### config.mk
export PLATFORM = sky130hd
export DESIGN_NAME = serdes_link_setup_regs
export DESIGN_NICKNAME = d
export VERILOG_FILES = /design/src/serdes_link_pkg.sv /design/src/serdes_link_setup_regs.sv /design/src/serial_pll_lock_qual.sv
export SDC_FILE = /design/constraint.sdc
export NUM_CORES = 1
export LEC_CHECK = 0
export BUFFER_PORTS_ARGS = -buffer_cell sky130_fd_sc_hd__clkbuf_2
export CORE_AREA = 2 2 341 174
export CTS_CLUSTER_SIZE = 25
export DETAILED_ROUTE_END_ITERATION = 10
export DIE_AREA = 0 0 343 176
export MAX_ROUTING_LAYER = met4
export SYNTH_ARGS = -nofsm -noshare
export SYNTH_HDL_FRONTEND = slang
export SYNTH_SLANG_ARGS = --single-unit
### constraint.sdc
create_clock -name clk -period 8.4 [get_ports clk]
set_input_delay 1.26 -clock clk [delete_from_list [all_inputs] [get_ports clk]]
set_output_delay 1.26 -clock clk [all_outputs]
set_load 0.02 [all_outputs]
### src/serdes_link_pkg.sv
package serdes_link_pkg;

	// Register bus geometry.
	localparam int ADR_W  = 13;
	localparam int IDX_W  = 11;
	localparam int REG_W  = 8;
	localparam int NLINK  = 2;
	localparam int NSHARE = 28;
	localparam int NPLINK = 15;
	localparam int NSLOT  = NSHARE + NLINK * NPLINK;
	localparam int SLOT_W = 6;

	// Register indices; the byte address is four times the index.
	localparam logic [IDX_W-1:0] IDX_IFACE_POWER   = 11'h200;
	localparam logic [IDX_W-1:0] IDX_IDLE_LANES    = 11'h201;
	localparam logic [IDX_W-1:0] IDX_RECOVERY_RST  = 11'h206;
	localparam logic [IDX_W-1:0] IDX_RECOVERY_CFG  = 11'h230;
	localparam logic [IDX_W-1:0] IDX_EQUALIZER     = 11'h268;
	localparam logic [IDX_W-1:0] IDX_PLL_ENABLE    = 11'h280;
	localparam logic [IDX_W-1:0] IDX_PLL_STATUS    = 11'h281;
	localparam logic [IDX_W-1:0] IDX_PLL_DIVIDER   = 11'h289;
	localparam logic [IDX_W-1:0] IDX_LINK_GENERAL  = 11'h300;
	localparam logic [IDX_W-1:0] IDX_CFG_ACCESS    = 11'h314;
	localparam logic [IDX_W-1:0] IDX_LANE_COUNT    = 11'h453;
	localparam logic [IDX_W-1:0] IDX_VERSION       = 11'h459;
	localparam logic [IDX_W-1:0] IDX_LANE_ENABLE   = 11'h47d;

	// Ordered index tables: shared slots, then one page of link slots.
	localparam logic [NSHARE*IDX_W-1:0] SHARE_IDX = {
		11'h200, 11'h201, 11'h206, 11'h230, 11'h268, 11'h280, 11'h284,
		11'h285, 11'h286, 11'h287, 11'h289, 11'h28a, 11'h28b, 11'h290,
		11'h291, 11'h294, 11'h296, 11'h297, 11'h299, 11'h29a, 11'h29c,
		11'h29f, 11'h2a0, 11'h2a7, 11'h2ae, 11'h300, 11'h314, 11'h000};
	localparam logic [NPLINK*IDX_W-1:0] LINK_IDX = {
		11'h450, 11'h451, 11'h452, 11'h453, 11'h454, 11'h455, 11'h456,
		11'h457, 11'h458, 11'h459, 11'h45a, 11'h45d, 11'h46c, 11'h476,
		11'h47d};

	// Slot numbers used by the control outputs.
	localparam int SLOT_IFACE_POWER  = 0;
	localparam int SLOT_IDLE_LANES   = 1;
	localparam int SLOT_RECOVERY_RST = 2;
	localparam int SLOT_RECOVERY_CFG = 3;
	localparam int SLOT_EQUALIZER    = 4;
	localparam int SLOT_PLL_ENABLE   = 5;
	localparam int SLOT_PLL_DIVIDER  = 10;
	localparam int SLOT_LINK_GENERAL = 25;
	localparam int LSLOT_LANE_COUNT  = 3;
	localparam int LSLOT_VERSION     = 9;
	localparam int LSLOT_LANE_ENABLE = 14;

	// Field positions.
	localparam int BIT_HALF_RATE   = 5;
	localparam int BIT_RECOVERY_OVERSAMPLE_LO    = 1;
	localparam int BIT_DIV_ENABLE  = 2;
	localparam int BIT_EQ_LO       = 6;
	localparam int BIT_TWO_LINK    = 3;
	localparam int BIT_LINK_PAGE   = 2;
	localparam int BIT_SCRAMBLE    = 7;
	localparam int BIT_VERSION_LO  = 5;

	// Field values.
	localparam logic [2:0] REV_B = 3'h1;

	// Values after reset.
	localparam logic [REG_W-1:0] RST_IFACE_POWER = 8'h01;
	localparam logic [REG_W-1:0] RST_EQUALIZER   = 8'h22;
	localparam logic [REG_W-1:0] RST_OTHER       = 8'h00;

	// Serial PLL lock must stay stable this long before it is reported.
	localparam int CLK_MHZ        = 125;
	localparam int PLL_SETTLE_NS  = 2000;
	localparam int PLL_SETTLE_CYC = (PLL_SETTLE_NS * CLK_MHZ + 999) / 1000;

	typedef struct packed {
		logic                hit;
		logic [SLOT_W-1:0]   slot;
	} slot_s;

	typedef struct packed {
		logic [7:0] lane_en;
		logic [5:0] lane_count;
		logic       scrambled;
		logic       rev_b;
	} link_cfg_s;

endpackage

### src/serdes_link_setup_regs.sv
// Operation
// - Writing zero to power register powers interface.
// - Link counts stored as value minus one.
// - Version field: 1 revision B, 0 A.
// - Recovery reset: zero holds, one releases.
// - PLL status bit 0 shows serial lock.
//
// Added by the designer: register access over Wishbone.
`timescale 1ns/1ns
`default_nettype none

module serdes_link_setup_regs #(
	parameter int SETTLE = serdes_link_pkg::PLL_SETTLE_CYC
) (
	// Clock and reset
	input  wire logic                                   clk,
	input  wire logic                                   rstn,
	// Wishbone slave
	input  wire logic                                   cyc_i,
	input  wire logic                                   stb_i,
	input  wire logic                                   we_i,
	input  wire logic [serdes_link_pkg::ADR_W-1:0]      adr_i,
	input  wire logic [3:0]                             sel_i,
	input  wire logic [31:0]                            dat_i,
	output var  logic [31:0]                            dat_o,
	output var  logic                                   ack_o,
	// Serial PLL
	input  wire logic                                   pll_lock_raw,
	output var  logic                                   serial_pll_enable,
	output var  logic                                   serial_synth_div_en,
	output var  logic [1:0]                             serial_synth_divider,
	// Interface and recovery control
	output var  logic                                   iface_powered,
	output var  logic [7:0]                             idle_lane_mask,
	output var  logic                                   cdr_hold,
	output var  logic                                   half_rate,
	output var  logic [1:0]                             recovery_oversample,
	output var  logic [1:0]                             equalizer_select,
	// Link configuration
	output var  logic                                   two_link_select,
	output var  serdes_link_pkg::link_cfg_s             link0_cfg,
	output var  serdes_link_pkg::link_cfg_s             link1_cfg
);

	localparam int SW = serdes_link_pkg::SLOT_W;
	localparam int IW = serdes_link_pkg::IDX_W;
	localparam int RW = serdes_link_pkg::REG_W;

	// Maps a register index and link page to a storage slot.
	function automatic serdes_link_pkg::slot_s slot_of(
		input logic [IW-1:0] idx,
		input logic          page
	);
		serdes_link_pkg::slot_s s;
		s = '0;
		for (int i = 0; i < serdes_link_pkg::NSHARE - 1; i++) begin
			if (idx == serdes_link_pkg::SHARE_IDX[
				(serdes_link_pkg::NSHARE-1-i)*IW +: IW]) begin
				s.hit  = 1'b1;
				s.slot = SW'(i);
			end
		end
		for (int k = 0; k < serdes_link_pkg::NPLINK; k++) begin
			if (idx == serdes_link_pkg::LINK_IDX[
				(serdes_link_pkg::NPLINK-1-k)*IW +: IW]) begin
				s.hit  = 1'b1;
				s.slot = SW'(serdes_link_pkg::NSHARE + k)
					+ (page ? SW'(serdes_link_pkg::NPLINK) : SW'(0));
			end
		end
		return s;
	endfunction

	// Slot of a per-link register on a given link.
	function automatic logic [SW-1:0] link_slot(
		input int link,
		input int k
	);
		return SW'(serdes_link_pkg::NSHARE
			+ link * serdes_link_pkg::NPLINK + k);
	endfunction

	// Register storage and bus state.
	logic [RW-1:0] regs      [serdes_link_pkg::NSLOT];
	logic [RW-1:0] next_regs [serdes_link_pkg::NSLOT];
	logic          next_ack;
	logic [31:0]   next_dat;
	logic          pll_locked;
	logic          page;
	logic [IW-1:0] idx;
	logic          upper_ok;
	logic          commit;
	serdes_link_pkg::slot_s acc;

	// Output next values.
	logic                       next_powered;
	logic [7:0]                 next_idle;
	logic                       next_cdr_hold;
	logic                       next_half;
	logic [1:0]                 next_recovery_oversample;
	logic [1:0]                 next_eq;
	logic                       next_pll_en;
	logic                       next_div_en;
	logic [1:0]                 next_div;
	logic                       next_two_link;
	serdes_link_pkg::link_cfg_s next_cfg [serdes_link_pkg::NLINK];

	serial_pll_lock_qual #(
		.SETTLE (SETTLE)
	) u_lock (
		.clk      (clk),
		.rstn     (rstn),
		.enable   (serial_pll_enable),
		.lock_raw (pll_lock_raw),
		.locked   (pll_locked)
	);

	// Link page is only honoured while dual-link operation is selected.
	assign page = regs[serdes_link_pkg::SLOT_LINK_GENERAL]
			[serdes_link_pkg::BIT_TWO_LINK]
		& regs[serdes_link_pkg::SLOT_LINK_GENERAL]
			[serdes_link_pkg::BIT_LINK_PAGE];
	assign idx      = adr_i[serdes_link_pkg::ADR_W-1:2];
	assign upper_ok = (adr_i[1:0] == 2'h0);
	assign acc      = slot_of(idx, page);
	// A write lands only on the edge at which the master sees ack.
	assign commit   = cyc_i & stb_i & we_i & ack_o & sel_i[0] & upper_ok;

	// Bus and register file next state.
	always_comb begin
		next_regs = regs;
		next_ack  = cyc_i & stb_i & ~ack_o;
		next_dat  = ack_o ? dat_o : 32'h0000_0000;
		if (commit && acc.hit) begin
			// The page selected by the link control register
			// receives per-link writes.
			next_regs[acc.slot] = dat_i[RW-1:0];
		end
		if (next_ack && !we_i) begin
			next_dat = 32'h0000_0000;
			if (!upper_ok) begin
				next_dat = 32'h0000_0000;
			end else if (idx == serdes_link_pkg::IDX_PLL_STATUS) begin
				next_dat[0] = pll_locked;
			end else if (acc.hit) begin
				next_dat[RW-1:0] = regs[acc.slot];
			end
		end
	end

	// Control outputs derived from the stored registers.
	always_comb begin
		logic [RW-1:0] gen;
		gen = regs[serdes_link_pkg::SLOT_LINK_GENERAL];
		// Zero in the power register powers the interface.
		next_powered = (regs[serdes_link_pkg::SLOT_IFACE_POWER] == 8'h00);
		next_idle    = regs[serdes_link_pkg::SLOT_IDLE_LANES];
		// Bit 0 low holds recovery in reset, high releases it.
		next_cdr_hold = ~regs[serdes_link_pkg::SLOT_RECOVERY_RST][0];
		next_half = regs[serdes_link_pkg::SLOT_RECOVERY_CFG]
			[serdes_link_pkg::BIT_HALF_RATE];
		next_recovery_oversample = regs[serdes_link_pkg::SLOT_RECOVERY_CFG]
			[serdes_link_pkg::BIT_RECOVERY_OVERSAMPLE_LO +: 2];
		next_eq = regs[serdes_link_pkg::SLOT_EQUALIZER]
			[serdes_link_pkg::BIT_EQ_LO +: 2];
		next_pll_en = regs[serdes_link_pkg::SLOT_PLL_ENABLE][0];
		next_div_en = regs[serdes_link_pkg::SLOT_PLL_DIVIDER]
			[serdes_link_pkg::BIT_DIV_ENABLE];
		next_div = regs[serdes_link_pkg::SLOT_PLL_DIVIDER][1:0];
		next_two_link = gen[serdes_link_pkg::BIT_TWO_LINK];
		for (int l = 0; l < serdes_link_pkg::NLINK; l++) begin
			logic [RW-1:0] lc;
			logic [RW-1:0] ver;
			lc  = regs[link_slot(l, serdes_link_pkg::LSLOT_LANE_COUNT)];
			ver = regs[link_slot(l, serdes_link_pkg::LSLOT_VERSION)];
			// The stored lane count is one less than the lanes.
			next_cfg[l].lane_count = {1'b0, lc[4:0]} + 6'h01;
			next_cfg[l].scrambled  = lc[serdes_link_pkg::BIT_SCRAMBLE];
			// Revision field value 1 selects revision B framing.
			next_cfg[l].rev_b = (ver[serdes_link_pkg::BIT_VERSION_LO +: 3]
				== serdes_link_pkg::REV_B);
			// A second link stays idle unless dual link is selected.
			next_cfg[l].lane_en = (l == 0 || next_two_link)
				? regs[link_slot(l, serdes_link_pkg::LSLOT_LANE_ENABLE)]
				: 8'h00;
		end
	end

	always_ff @(posedge clk or negedge rstn) begin
		if (!rstn) begin
			for (int i = 0; i < serdes_link_pkg::NSLOT; i++) begin
				regs[i] <= serdes_link_pkg::RST_OTHER;
			end
			regs[serdes_link_pkg::SLOT_IFACE_POWER] <=
				serdes_link_pkg::RST_IFACE_POWER;
			regs[serdes_link_pkg::SLOT_EQUALIZER] <=
				serdes_link_pkg::RST_EQUALIZER;
			ack_o <= 1'b0;
			dat_o <= 32'h0000_0000;
		end else begin
			regs  <= next_regs;
			ack_o <= next_ack;
			dat_o <= next_dat;
		end
	end

	always_ff @(posedge clk or negedge rstn) begin
		if (!rstn) begin
			iface_powered        <= 1'b0;
			idle_lane_mask       <= 8'h00;
			cdr_hold             <= 1'b1;
			half_rate            <= 1'b0;
			recovery_oversample  <= 2'h0;
			equalizer_select     <= 2'h0;
			serial_pll_enable    <= 1'b0;
			serial_synth_div_en  <= 1'b0;
			serial_synth_divider <= 2'h0;
			two_link_select      <= 1'b0;
			link0_cfg            <= '0;
			link1_cfg            <= '0;
		end else begin
			iface_powered        <= next_powered;
			idle_lane_mask       <= next_idle;
			cdr_hold             <= next_cdr_hold;
			half_rate            <= next_half;
			recovery_oversample  <= next_recovery_oversample;
			equalizer_select     <= next_eq;
			serial_pll_enable    <= next_pll_en;
			serial_synth_div_en  <= next_div_en;
			serial_synth_divider <= next_div;
			two_link_select      <= next_two_link;
			link0_cfg            <= next_cfg[0];
			link1_cfg            <= next_cfg[1];
		end
	end
endmodule

`default_nettype wire

### src/serial_pll_lock_qual.sv
`timescale 1ns/1ns
`default_nettype none

// Reports serial PLL lock once the raw lock has been stable long enough.
module serial_pll_lock_qual #(
	parameter int SETTLE = serdes_link_pkg::PLL_SETTLE_CYC
) (
	// Clock and reset
	input  wire logic clk,
	input  wire logic rstn,
	// Control and lock
	input  wire logic enable,
	input  wire logic lock_raw,
	output var  logic locked
);

	localparam int CW = $clog2(SETTLE + 1);

	logic          sync_a;
	logic          sync_b;
	logic [CW-1:0] count;
	logic [CW-1:0] next_count;
	logic          next_locked;

	always_comb begin
		next_count  = count;
		next_locked = 1'b0;
		if (!enable || !sync_b) begin
			next_count = '0;
		end else if (count != CW'(SETTLE)) begin
			next_count = count + CW'(1);
		end else begin
			next_locked = 1'b1;
		end
	end

	always_ff @(posedge clk or negedge rstn) begin
		if (!rstn) begin
			sync_a <= 1'b0;
			sync_b <= 1'b0;
			count  <= '0;
			locked <= 1'b0;
		end else begin
			sync_a <= lock_raw;
			sync_b <= sync_a;
			count  <= next_count;
			locked <= next_locked;
		end
	end

endmodule

`default_nettype wire

==> metrics.md, run 1 <==
| Metric | Value |
|---|---|
| Placed Cells | 2,826 |
| Die X | 343 microns |
| CTS tree | yes |
| CP bufs+invs | 1 |
| Ys flop type | dfrtp_1 |
| Type of origin of the critical path | primary input |
| Routed wire length | 77.96 mm |
| Setup Crit Path Kind | in -> reg |
| Post-layout minimum cycle time | 5.669 ns |
| Hold_ws | 0.3478 ns |
| Vias in the first global route | 17,560 |
| Initial drt markers | 1,666 |
| Final net count | 2,169 |
| # DRC | 0 |
| Post-synthesis average cell area | 12.37 sq um |
| Setup WS post-layout | 2.731 ns |
| Worst-skew pair later-pin latency | 0.60 ns |
| Sequential area share after synthesis | 0.5249 |
| R2R Path End | dat_o[5] |
| Pin count of the biggest net entering global routing | 166 |
| Peak VDD IR | 0.1536 mV |
| CORE AREA | 0.05709 sq mm |
| Arrival @ worst endpoint | 6.14 ns |
| Slew at the pin closest to its max-slew limit | 1.217 ns |
| Max-slew violations | 0 |
| FF-to-FF setup slack | 3.19 ns |
| I/O pin total | 140 |
| Async SR Flop Fraction | 1.000 |
| CP delay by family, top | compound AO/OA/AOI/OAI gates |
| Number of synthesized flops with an enable pin | 0 |
| Critical-path top delay cell | nand3_2 |
| Worst slew margin | 0.1858 |
| Post-synthesis cell count | 2,067 |
| Layout Cells excl Fill | 2,920 |
| Setup crit start | adr_i[2] |
| Area growth, synth to finish | 10.52% |
| Hold-fix buffers, CTS | 0 |
| Crit-path max FO | 36 |
| Clock root buffer | clkbuf_16 |
| Min-delay worst type | reg -> reg |
| Routed len/inst | 26.70 microns |
| Max-cap viol count | 0 |
| First-pass GRT wire length | 117.0 mm |
| GRT Total Usage | 0.2676 |
| Antenna viol nets, final | 0 |
| Mapped cell area | 0.02556 sq mm |
| Via count | 17,840 |
| R2r startpoint | next_two_link |
| Setup crit end | dat_o[5] |
| Die height | 176 microns |
| Sequential cell area | 0.01342 sq mm |
| Worst Skew | 0.03029 ns |
| TritonCTS Buffers | 50 |
| Port bufs | 88 |
| CTS-repair resized insts | 0 |
| Reg clk slew, reported paths | 0.07 ns |
| Final setup fails | 0 |
| Crit path largest cell delay | 0.90 ns |
| R2R cell count | 11 |
| Site row count | 62 |
| Via/cell ratio | 6.110 |
| GRT Residual Overflow | 0 |
| Number of H-tree levels | 2 |
| Design area | 0.02825 sq mm |
| Fmax | 0.1764 GHz |
| P per Cell Area | 182.0 mW/mm^2 |
| Post-DP HPWL | 49.25 mm |
| Period utilization | 0.6749 |
| # Post-CTS Setup Buffers | 0 |
| RSZ-0062 raised after global routing | no |
| Die ar. | 0.06037 sq mm |
| Crit-path cells | clkbuf_2 > nor4b_2 > and3_2 > a32oi_1 > o211a_2 > o22ai_2 > nand3_2 > o22ai_1 > a21oi_1 > a31oi_1 > nor3_1 > a32o_1 |
| Leakage power | 13.41 nW |
| Share of cells above drive strength 1 | 0.3119 |
| Max Root-Sink Buffers | 3 |
| Initial cell density of the core | 0.4478 |
| CTS sink cnt | 536 |
| Layout filler cell count | 5,129 |
| Initial antenna violation count | 2 |
| Synth unique cells | 104 |
| Outcome | complete, no violations |
| CP required | 8.87 ns |
| Footprint of the multi-input gates | 0.01132 sq mm |
| Place WS | 2.289 ns |
| Drt first pass iters | 5 |
| Seq cells post-synth | 536 |
| Post-DP Area | 0.02658 sq mm |
| Synth warn | 0 |
| CP Capture Type | register |
| Setup TNS | 0 ns |
| GP Congestion | 0.9049 |
| Fin. Hold Viols | 0 |
| WP depth | 12 |
[layout make-up]
| cell class | count | share of cell area |
|---|---|---|
| clock inverter | 15 | 0.005314 |
| timing repair buffer | 137 | 0.02985 |
| antenna | 1 | 0.00008857 |
| multi-input combinational | 1374 | 0.4007 |
| tap | 768 | 0.03401 |
| inverter | 11 | 0.001461 |
| clock buffer | 78 | 0.05372 |
| sequential | 536 | 0.4749 |
[metal layers]
metal / GRT usage / part of all wire
met5: - / 0
met4: 0.06259 / 0.022
met3: 0.06977 / 0.089
met2: 0.3803 / 0.43
met1: 0.3825 / 0.46
[through the flow]
stage / util / power [mW]
after CTS: 0.4948 / 5.175
after detailed placement: 0.4656 / 2.857
after global placement: 0.4656 / 2.857
after global routing: 0.4949 / 5.296
after floorplan: - / 2.748
final: 0.4949 / 5.141
[kinds of logic after synthesis]
logic type      after synthesis  synth area share
flops                       536            0.5249
mux                         491            0.2167
simple gates                464            0.1103
compound gates              379            0.1049
buf+inv                     180           0.03700
xor+xnor                     12          0.004111
fa+ha+maj                     4          0.001958
other cells                   1         0.0001467
[worst reg2reg max path, cell delays in order (launching register included)]
cell,delay [ns]
dfrtp_1,0.85
nand2_1,0.44
a21oi_1,0.23
o2111ai_1,0.13
o211a_2,0.18
o22ai_2,0.71
nand3_2,0.90
o22ai_1,0.47
a21oi_1,0.12
a31oi_1,0.66
nor3_1,0.11
a32o_1,0.28
[placed cells by master (no fill, tap or decap), types with 33 or more instances in the layout]
cell type and count:
a21oi_1 42, clkbuf_2 87, nand2_1 143, o21ai_0 38, buf_4 47, o22ai_1 84
nor2_4 52, mux2_1 137, nand3_1 48, a31oi_1 33, clkbuf_16 51, mux2_2 331
nor2_1 75, dfrtp_1 532
[sequential cells by signal, indices dropped and copies added, names as in the netlist, 2 cells and up]
| register | cells |
|---|---|
| regs | 436 |
| dat_o | 8 |
| equalizer_select | 2 |
| idle_lane_mask | 8 |
| link0_cfg | 16 |
| next_cfg | 10 |
| recovery_oversample | 2 |
| link1_cfg | 16 |
| next_div | 2 |
| serial_synth_divider | 2 |
| next_recovery_oversample | 2 |
| u_lock.count | 8 |
| next_idle | 8 |
| next_eq | 2 |
[power by group]
group          switching (mW)  leakage (nW)  internal (mW)
Combinational           0.182          5.12         0.0429
Clock                    1.02         0.827           1.31
Sequential            0.00202          7.46           2.58
Total                    1.21          13.4           3.93
[worst min path at each step]
stage,slack (ns),from,cells past startpoint,endpoint
2_1_floorplan,0.33,u_lock.sync_a,0,u_lock.sync_b
3_3_place_gp,0.33,u_lock.sync_a,0,u_lock.sync_b
3_5_place_dp,0.34,u_lock.sync_a,0,u_lock.sync_b
4_1_cts,0.35,u_lock.sync_a,0,u_lock.sync_b
5_1_grt,0.35,u_lock.sync_a,0,u_lock.sync_b
6_report,0.35,u_lock.sync_a,0,u_lock.sync_b
[synth_stat cells (all sizes together), types with 5 or more instances]
cell type,count,area (sq um)
buf,99,640.6
dfrtp,532,13310
xor2,6,52.55
inv,11,41.29
a21oi,45,232.7
o31a,6,52.55
or4,7,52.55
and2,11,68.82
a32oi,6,60.06
nor2b,7,51.30
a221oi,5,43.79
a22o,5,43.79
mux2i,15,150.1
a21o,8,60.06
and3,8,51.30
o22ai,87,556.8
nand3,52,295.3
o221ai,23,201.4
a211oi,6,50.05
nand2b,6,37.54
a31oi,33,206.5
o211ai,18,140.1
nor3b,8,86.34
a22oi,10,75.07
nand4,10,83.83
o22a,8,70.07
nor2,135,909.6
nor4,9,143.9
nor4b,5,65.06
o2111ai,12,105.1
nand2,151,606.8
xnor2,6,52.55
mux2,476,5390
or3,6,37.54
a32o,6,61.31
o21ai,49,249.0
nor3,28,155.2
clkbuf,70,264.0
o31ai,11,87.58
and3b,5,43.79
No activity file was read; power rests on OpenSTA's default activity.
==> run 2: changes to the inputs <==
==> constraint.sdc (replaced) <==
create_clock -name clk -period 4.65 [get_ports clk]
set_input_delay 0.6975 -clock clk [delete_from_list [all_inputs] [get_ports clk]]
set_output_delay 0.6975 -clock clk [all_outputs]
set_load 0.02 [all_outputs]
==> metrics.md, run 2 (synthesis gave the netlist of run 1 again) <==
| Metric | Value |
|---|---|
| Placed Cells | 3,002 (+6.2%) |
| Largest registers | regs (436), link0_cfg (16), link1_cfg (16) |
| Worst slew margin | 0.3470 (+0.1611) |
| Layout Cells excl Fill | 3,093 (+5.9%) |
| Initial antenna violation count | 3 (+1) |
| Pin count of the biggest net entering global routing | 97 (-42%) |
| Arrival @ worst endpoint | 4.65 ns (-1.49 ns) |
| Fin. Hold Viols | 0 (unchanged) |
| CTS-repair resized insts | 0 (unchanged) |
| Final net count | 2,345 (+8.1%) |
| Max Root-Sink Buffers | 3 (unchanged) |
| # Post-CTS Setup Buffers | 0 (unchanged) |
| Final Util | 0.5278 (+0.03294) |
| Commonest non-fill, non-tap cell in the layout | dfrtp_1 |
| Slew at the pin closest to its max-slew limit | 0.9796 ns (-0.2372 ns) |
| Largest register FFs | 436 (unchanged) |
| GRT Total Usage | 0.2803 (+0.01269) |
| Hold-fix buffers, CTS | 0 (unchanged) |
| CTS tree | yes |
| Vias in the first global route | 18,420 (+4.9%) |
| Pwr Total | 9.379 mW (+82%) |
| Biggest register | regs |
| Crit-path cells | and2_1 > o21ai_1 > a32o_2 > a31oi_1 > nor3_2 > o21ai_1 > buf_4 > o32ai_1 > nor3_1 > o21ai_0 > a221o_1 > o31ai_1 |
| Max-slew violations | 0 (unchanged) |
| Leakage power | 14.44 nW (+7.7%) |
| Peak VDD IR | 0.2259 mV (+47%) |
| CP required | 5.16 ns (-3.71 ns) |
| Initial cell density of the core | 0.4478 (unchanged) |
| Final setup fails | 0 (unchanged) |
| Area growth, synth to finish | 17.88% |
| Setup TNS | 0 ns (unchanged) |
| Critical-path top delay cell | dfrtp_1 |
| Setup crit start | next_two_link |
| Max-cap viol count | 0 (unchanged) |
| Port bufs | 88 (unchanged) |
| Drt first pass iters | 5 (unchanged) |
| Min-delay worst type | in -> async |
| Outcome | complete, no violations |
| Routed len/inst | 26.57 microns (-0.48%) |
| Setup Crit Path Kind | reg -> reg |
| Die X | 343 microns (unchanged) |
| Number of H-tree levels | 2 (unchanged) |
| Crit path largest cell delay | 0.66 ns (-0.24 ns) |
| Crit-path max FO | 10 (-72%) |
| Most frequent CP cell | o21ai_1 |
| Fmax | 0.2413 GHz |
| Number of diodes | 0 (-1) |
| Period utilization | 0.8911 |
| Clock root buffer | clkbuf_16 |
| # DRC | 0 (unchanged) |
| Worst-skew pair later-pin latency | 0.60 ns (about the same) |
| R2r startpoint | next_two_link |
| Routed wire length | 82.18 mm (+5.4%) |
| Via/cell ratio | 6.029 (-1.3%) |
| Post-layout minimum cycle time | 4.143 ns |
| GP Congestion | 0.9074 (+0.28%) |
| Die ar. | 0.06037 sq mm (unchanged) |
| Site row count | 62 (unchanged) |
| Hold_ws | 0.1382 ns (-0.2096 ns) |
| GRT Residual Overflow | 0 (unchanged) |
| Post-DP HPWL | 56.62 mm (+15%) |
| RSZ-0062 raised after global routing | no |
| CP Capture Type | register |
| I/O pin total | 140 (unchanged) |
| Most frequent cells in the layout | 532 x dfrtp_1, 331 x mux2_2, 178 x buf_4 |
| Initial drt markers | 1,972 (+18%) |
| First-pass GRT wire length | 122.8 mm (+4.9%) |
| Type of origin of the critical path | register |
| CTS sink cnt | 536 (unchanged) |
| Worst Skew | 0.03182 ns (+0.001533 ns) |
| P per Cell Area | 311.2 mW/mm^2 (+71%) |
| Reg clk slew, reported paths | 0.07 ns (about the same) |
| TritonCTS Buffers | 50 (unchanged) |
| Die height | 176 microns (unchanged) |
| Via count | 18,650 (+4.5%) |
| Antenna viol nets, final | 0 (unchanged) |
| Share of cells above drive strength 1 | 0.3652 (+0.05321) |
| CORE AREA | 0.05709 sq mm (unchanged) |
-- run 2: cell types whose count changed in the layout (fill, tap and decap cells not counted), moves of 2 or more --
cell	previous run	this run
buf_4	47	178
buf_12	2	47
clkbuf_1	13	9
clkbuf_8	14	12
clkinv_2	9	11
-- run 2: power by group --
group	leakage [nW]	internal, mW	total [mW]	switching [mW]
logic	6.15	0.112	0.457	0.345
registers	7.46	4.66	4.67	0.00383
clock network	0.833	2.38	4.25	1.87
-- run 2: path summary, 6_finish.rpt --
check	endpoint	slack [ns]	cells past startpoint
min in group clk	u_lock.sync_a	0.21	1
max in group asynchronous	regs[203]	3.48	2
min reg2reg	u_lock.sync_b	0.36	0
max	dat_o[1]	0.51	12
max reg2reg	dat_o[1]	0.51	12
min	regs[236]	0.14	1
-- run 2: critical path: cells and delay by family (launching register included) --
family | cells | cell delay (ns)
buffers and inverters | 1 | 0.32
AO/OA/AOI/OAI | 8 | 2.15
AND/OR/NAND/NOR | 3 | 0.89
flip-flops | 1 | 0.66
-- run 2: metal layers --
metal | GRT usage | up-vias | routed length, microns
li1 | - | 8036 | -
met4 | 0.05804 | 0 | 1644
met5 | - | - | 0
met3 | 0.05696 | 111 | 6731
met2 | 0.3952 | 721 | 35110
met1 | 0.4167 | 9780 | 38700
-- run 2: area by class of cell --
class | instances | area, sq um
Multi-Input combinational cell | 1374 | 11310
Sequential cell | 536 | 13420
Fill cell | 4990 | 26960
Inverter | 11 | 41.29
Timing Repair Buffer | 313 | 2728
Tap cell | 768 | 960.9
Clock buffer | 72 | 1475
Clock inverter | 19 | 198.9
-- run 2: metrics by stage --
step | setup WS, ns | area [sq um]
after floorplan | 1.169 | 25650
after global placement | 0.07796 | 28460
after detailed placement | 0.1315 | 28460
after CTS | 0.6379 | 30140
after global routing | 0.2963 | 30140
final | 0.5065 | 30140
==> run 3: changes to the inputs <==
--- a/config.mk
+++ b/config.mk
@@ -11,6 +11,7 @@
 export DETAILED_ROUTE_END_ITERATION = 10
 export DIE_AREA = 0 0 343 176
 export MAX_ROUTING_LAYER = met4
+export REMOVE_ABC_BUFFERS = 1
 export SYNTH_ARGS = -nofsm -noshare
 export SYNTH_HDL_FRONTEND = slang
 export SYNTH_SLANG_ARGS = --single-unit
==> metrics.md, run 3 (synthesis gave the netlist of run 1 again) <==
| Metric | Value |
|---|---|
| Via count | 18,580 (-0.38%) |
| Pin count of the biggest net entering global routing | 101 (+4.1%) |
| CTS tree | yes |
| Most frequent cells in the layout | 532 x dfrtp_1, 331 x mux2_2, 193 x buf_4 |
| Largest register FFs | 436 (unchanged) |
| GRT Residual Overflow | 0 (unchanged) |
| Arrival @ worst endpoint | 4.68 ns (+0.03 ns) |
| Drt first pass iters | 5 (unchanged) |
| Port bufs | 88 (unchanged) |
| Type of origin of the critical path | primary input |
| Pwr Total | 9.169 mW (-2.2%) |
| FF-to-FF setup slack | 0.50 ns (about the same) |
| R2r startpoint | regs[258] |
| CP Capture Type | register |
| Routed len/inst | 26.28 microns (-1.1%) |
| CTS-repair resized insts | 0 (unchanged) |
| RSZ-0062 raised after global routing | no |
| Leakage power | 14.46 nW (+0.14%) |
| Site row count | 62 (unchanged) |
| Worst Skew | 0.02060 ns (-0.01122 ns) |
| Fmax | 0.2408 GHz (-0.23%) |
| Biggest register | regs |
| TritonCTS Buffers | 50 (unchanged) |
| Period utilization | 0.8931 (+0.002045) |
| R2R Path End | dat_o[7] |
| Routed wire length | 81.60 mm (-0.72%) |
| Reg clk slew, reported paths | 0.07 ns (about the same) |
| Max-cap viol count | 0 (unchanged) |
| # Post-CTS Setup Buffers | 0 (unchanged) |
| First-pass GRT wire length | 122.2 mm (-0.47%) |
| Post-DP HPWL | 55.54 mm (-1.9%) |
| Post-layout minimum cycle time | 4.153 ns (+0.009507 ns) |
| # DRC | 0 (unchanged) |
| Layout filler cell count | 4,993 (+0.060%) |
| Number of H-tree levels | 2 (unchanged) |
| Crit-path max FO | 12 (+2) |
| GRT Total Usage | 0.2794 (-0.0009868) |
| Die height | 176 microns (unchanged) |
| Largest registers | regs (436), link0_cfg (16), link1_cfg (16) |
| Sequential cell area | 0.01342 sq mm (unchanged) |
| Initial drt markers | 1,982 (+0.51%) |
| Final setup fails | 0 (unchanged) |
| Footprint of the multi-input gates | 0.01132 sq mm (about the same) |
| Design area | 0.03008 sq mm (-0.19%) |
| Slew at the pin closest to its max-slew limit | 1.066 ns (+0.08618 ns) |
| Setup TNS | 0 ns (unchanged) |
| Area growth, synth to finish | 17.65% |
| Setup Crit Path Kind | in -> reg |
| Initial cell density of the core | 0.4478 (unchanged) |
| Via/cell ratio | 5.983 (-0.76%) |
| P per Cell Area | 304.8 mW/mm^2 (-2.1%) |
| Share of cells above drive strength 1 | 0.3682 (+0.002989) |
| R2R cell count | 13 (+1) |
| Final net count | 2,355 (+0.43%) |
| Peak VDD IR | 0.2155 mV (-4.6%) |
| Max-slew violations | 0 (unchanged) |
| CP required | 5.17 ns (about the same) |
| Post-DP Area | 0.02848 sq mm (about the same) |
| Fin. Hold Viols | 0 (unchanged) |
| Clock root buffer | clkbuf_16 |
| Min-delay worst type | in -> async |
| Max Root-Sink Buffers | 3 (unchanged) |
| Commonest non-fill, non-tap cell in the layout | dfrtp_1 |
| GP Congestion | 0.9117 (+0.47%) |
| Die X | 343 microns (unchanged) |
| Die ar. | 0.06037 sq mm (unchanged) |
| Outcome | complete, no violations |
| Vias in the first global route | 18,300 (-0.65%) |
| CTS sink cnt | 536 (unchanged) |
| Worst-skew pair later-pin latency | 0.60 ns (about the same) |
| Worst slew margin | 0.2895 (-0.05746) |
| CORE AREA | 0.05709 sq mm (unchanged) |
| Initial antenna violation count | 2 (-1) |
| I/O pin total | 140 (unchanged) |
| Hold_ws | 0.1467 ns (+0.008524 ns) |
| Antenna viol nets, final | 0 (unchanged) |
| Hold-fix buffers, CTS | 0 (unchanged) |
## run 3: stage by stage
stage                     utilization  setup WS (ns)  cells
after floorplan                     -         -3.198   1921
after global placement         0.4989         0.1435   3012
after detailed placement       0.4989         0.1287   3012
after CTS                      0.5268         0.5938   3104
after global routing           0.5268         0.3125   3104
final                          0.5268         0.4970   3105
## run 3: per-layer routing
metal / vias up / track usage / share of wire
met2: 720 / 0.4077 / 0.44
met3: 126 / 0.04683 / 0.075
li1: 8046 / - / -
met5: - / - / 0
met4: 0 / 0.06441 / 0.022
met1: 9686 / 0.4077 / 0.46
## run 3: area by class of cell
class / instances / area share
repair buffers: 323 / 0.09110
inverters: 11 / 0.001373
clock inverters: 21 / 0.004368
multi-input cells: 1374 / 0.3764
well taps: 768 / 0.03195
clock buffers: 71 / 0.04859
diodes: 1 / 0.00008320
flip-flops and latches: 536 / 0.4461
## run 3: report_power, final
| group | switching (mW) | leakage, nW | internal [mW] | total (mW) |
|---|---|---|---|---|
| Combinational | 0.345 | 6.21 | 0.118 | 0.464 |
| Sequential | 0.00337 | 7.46 | 4.66 | 4.67 |
| Clock | 1.84 | 0.796 | 2.20 | 4.04 |
| Total | 2.19 | 14.5 | 6.98 | 9.17 |
## run 3: worst max path at each step
stage	start	endpoint	slack [ns]
after floorplan	adr_i[11]	dat_o[7]	-3.20
after global placement	adr_i[7]	dat_o[1]	0.14
after detailed placement	adr_i[7]	dat_o[7]	0.13
after CTS	regs[258]	dat_o[7]	0.59
after global routing	regs[258]	dat_o[7]	0.31
final	adr_i[7]	dat_o[5]	0.50
## run 3: worst max-delay path, cell delays in order
cell and delay, ns:
clkbuf_2 0.28, nor4b_2 0.53, and3_2 0.35, a32o_2 0.15
a31oi_1 0.10, or3_1 0.56, nand4_4 0.20, buf_12 0.17
buf_4 0.17, o22ai_1 0.08, or4_1 0.53, a31oi_1 0.58
a32o_1 0.26
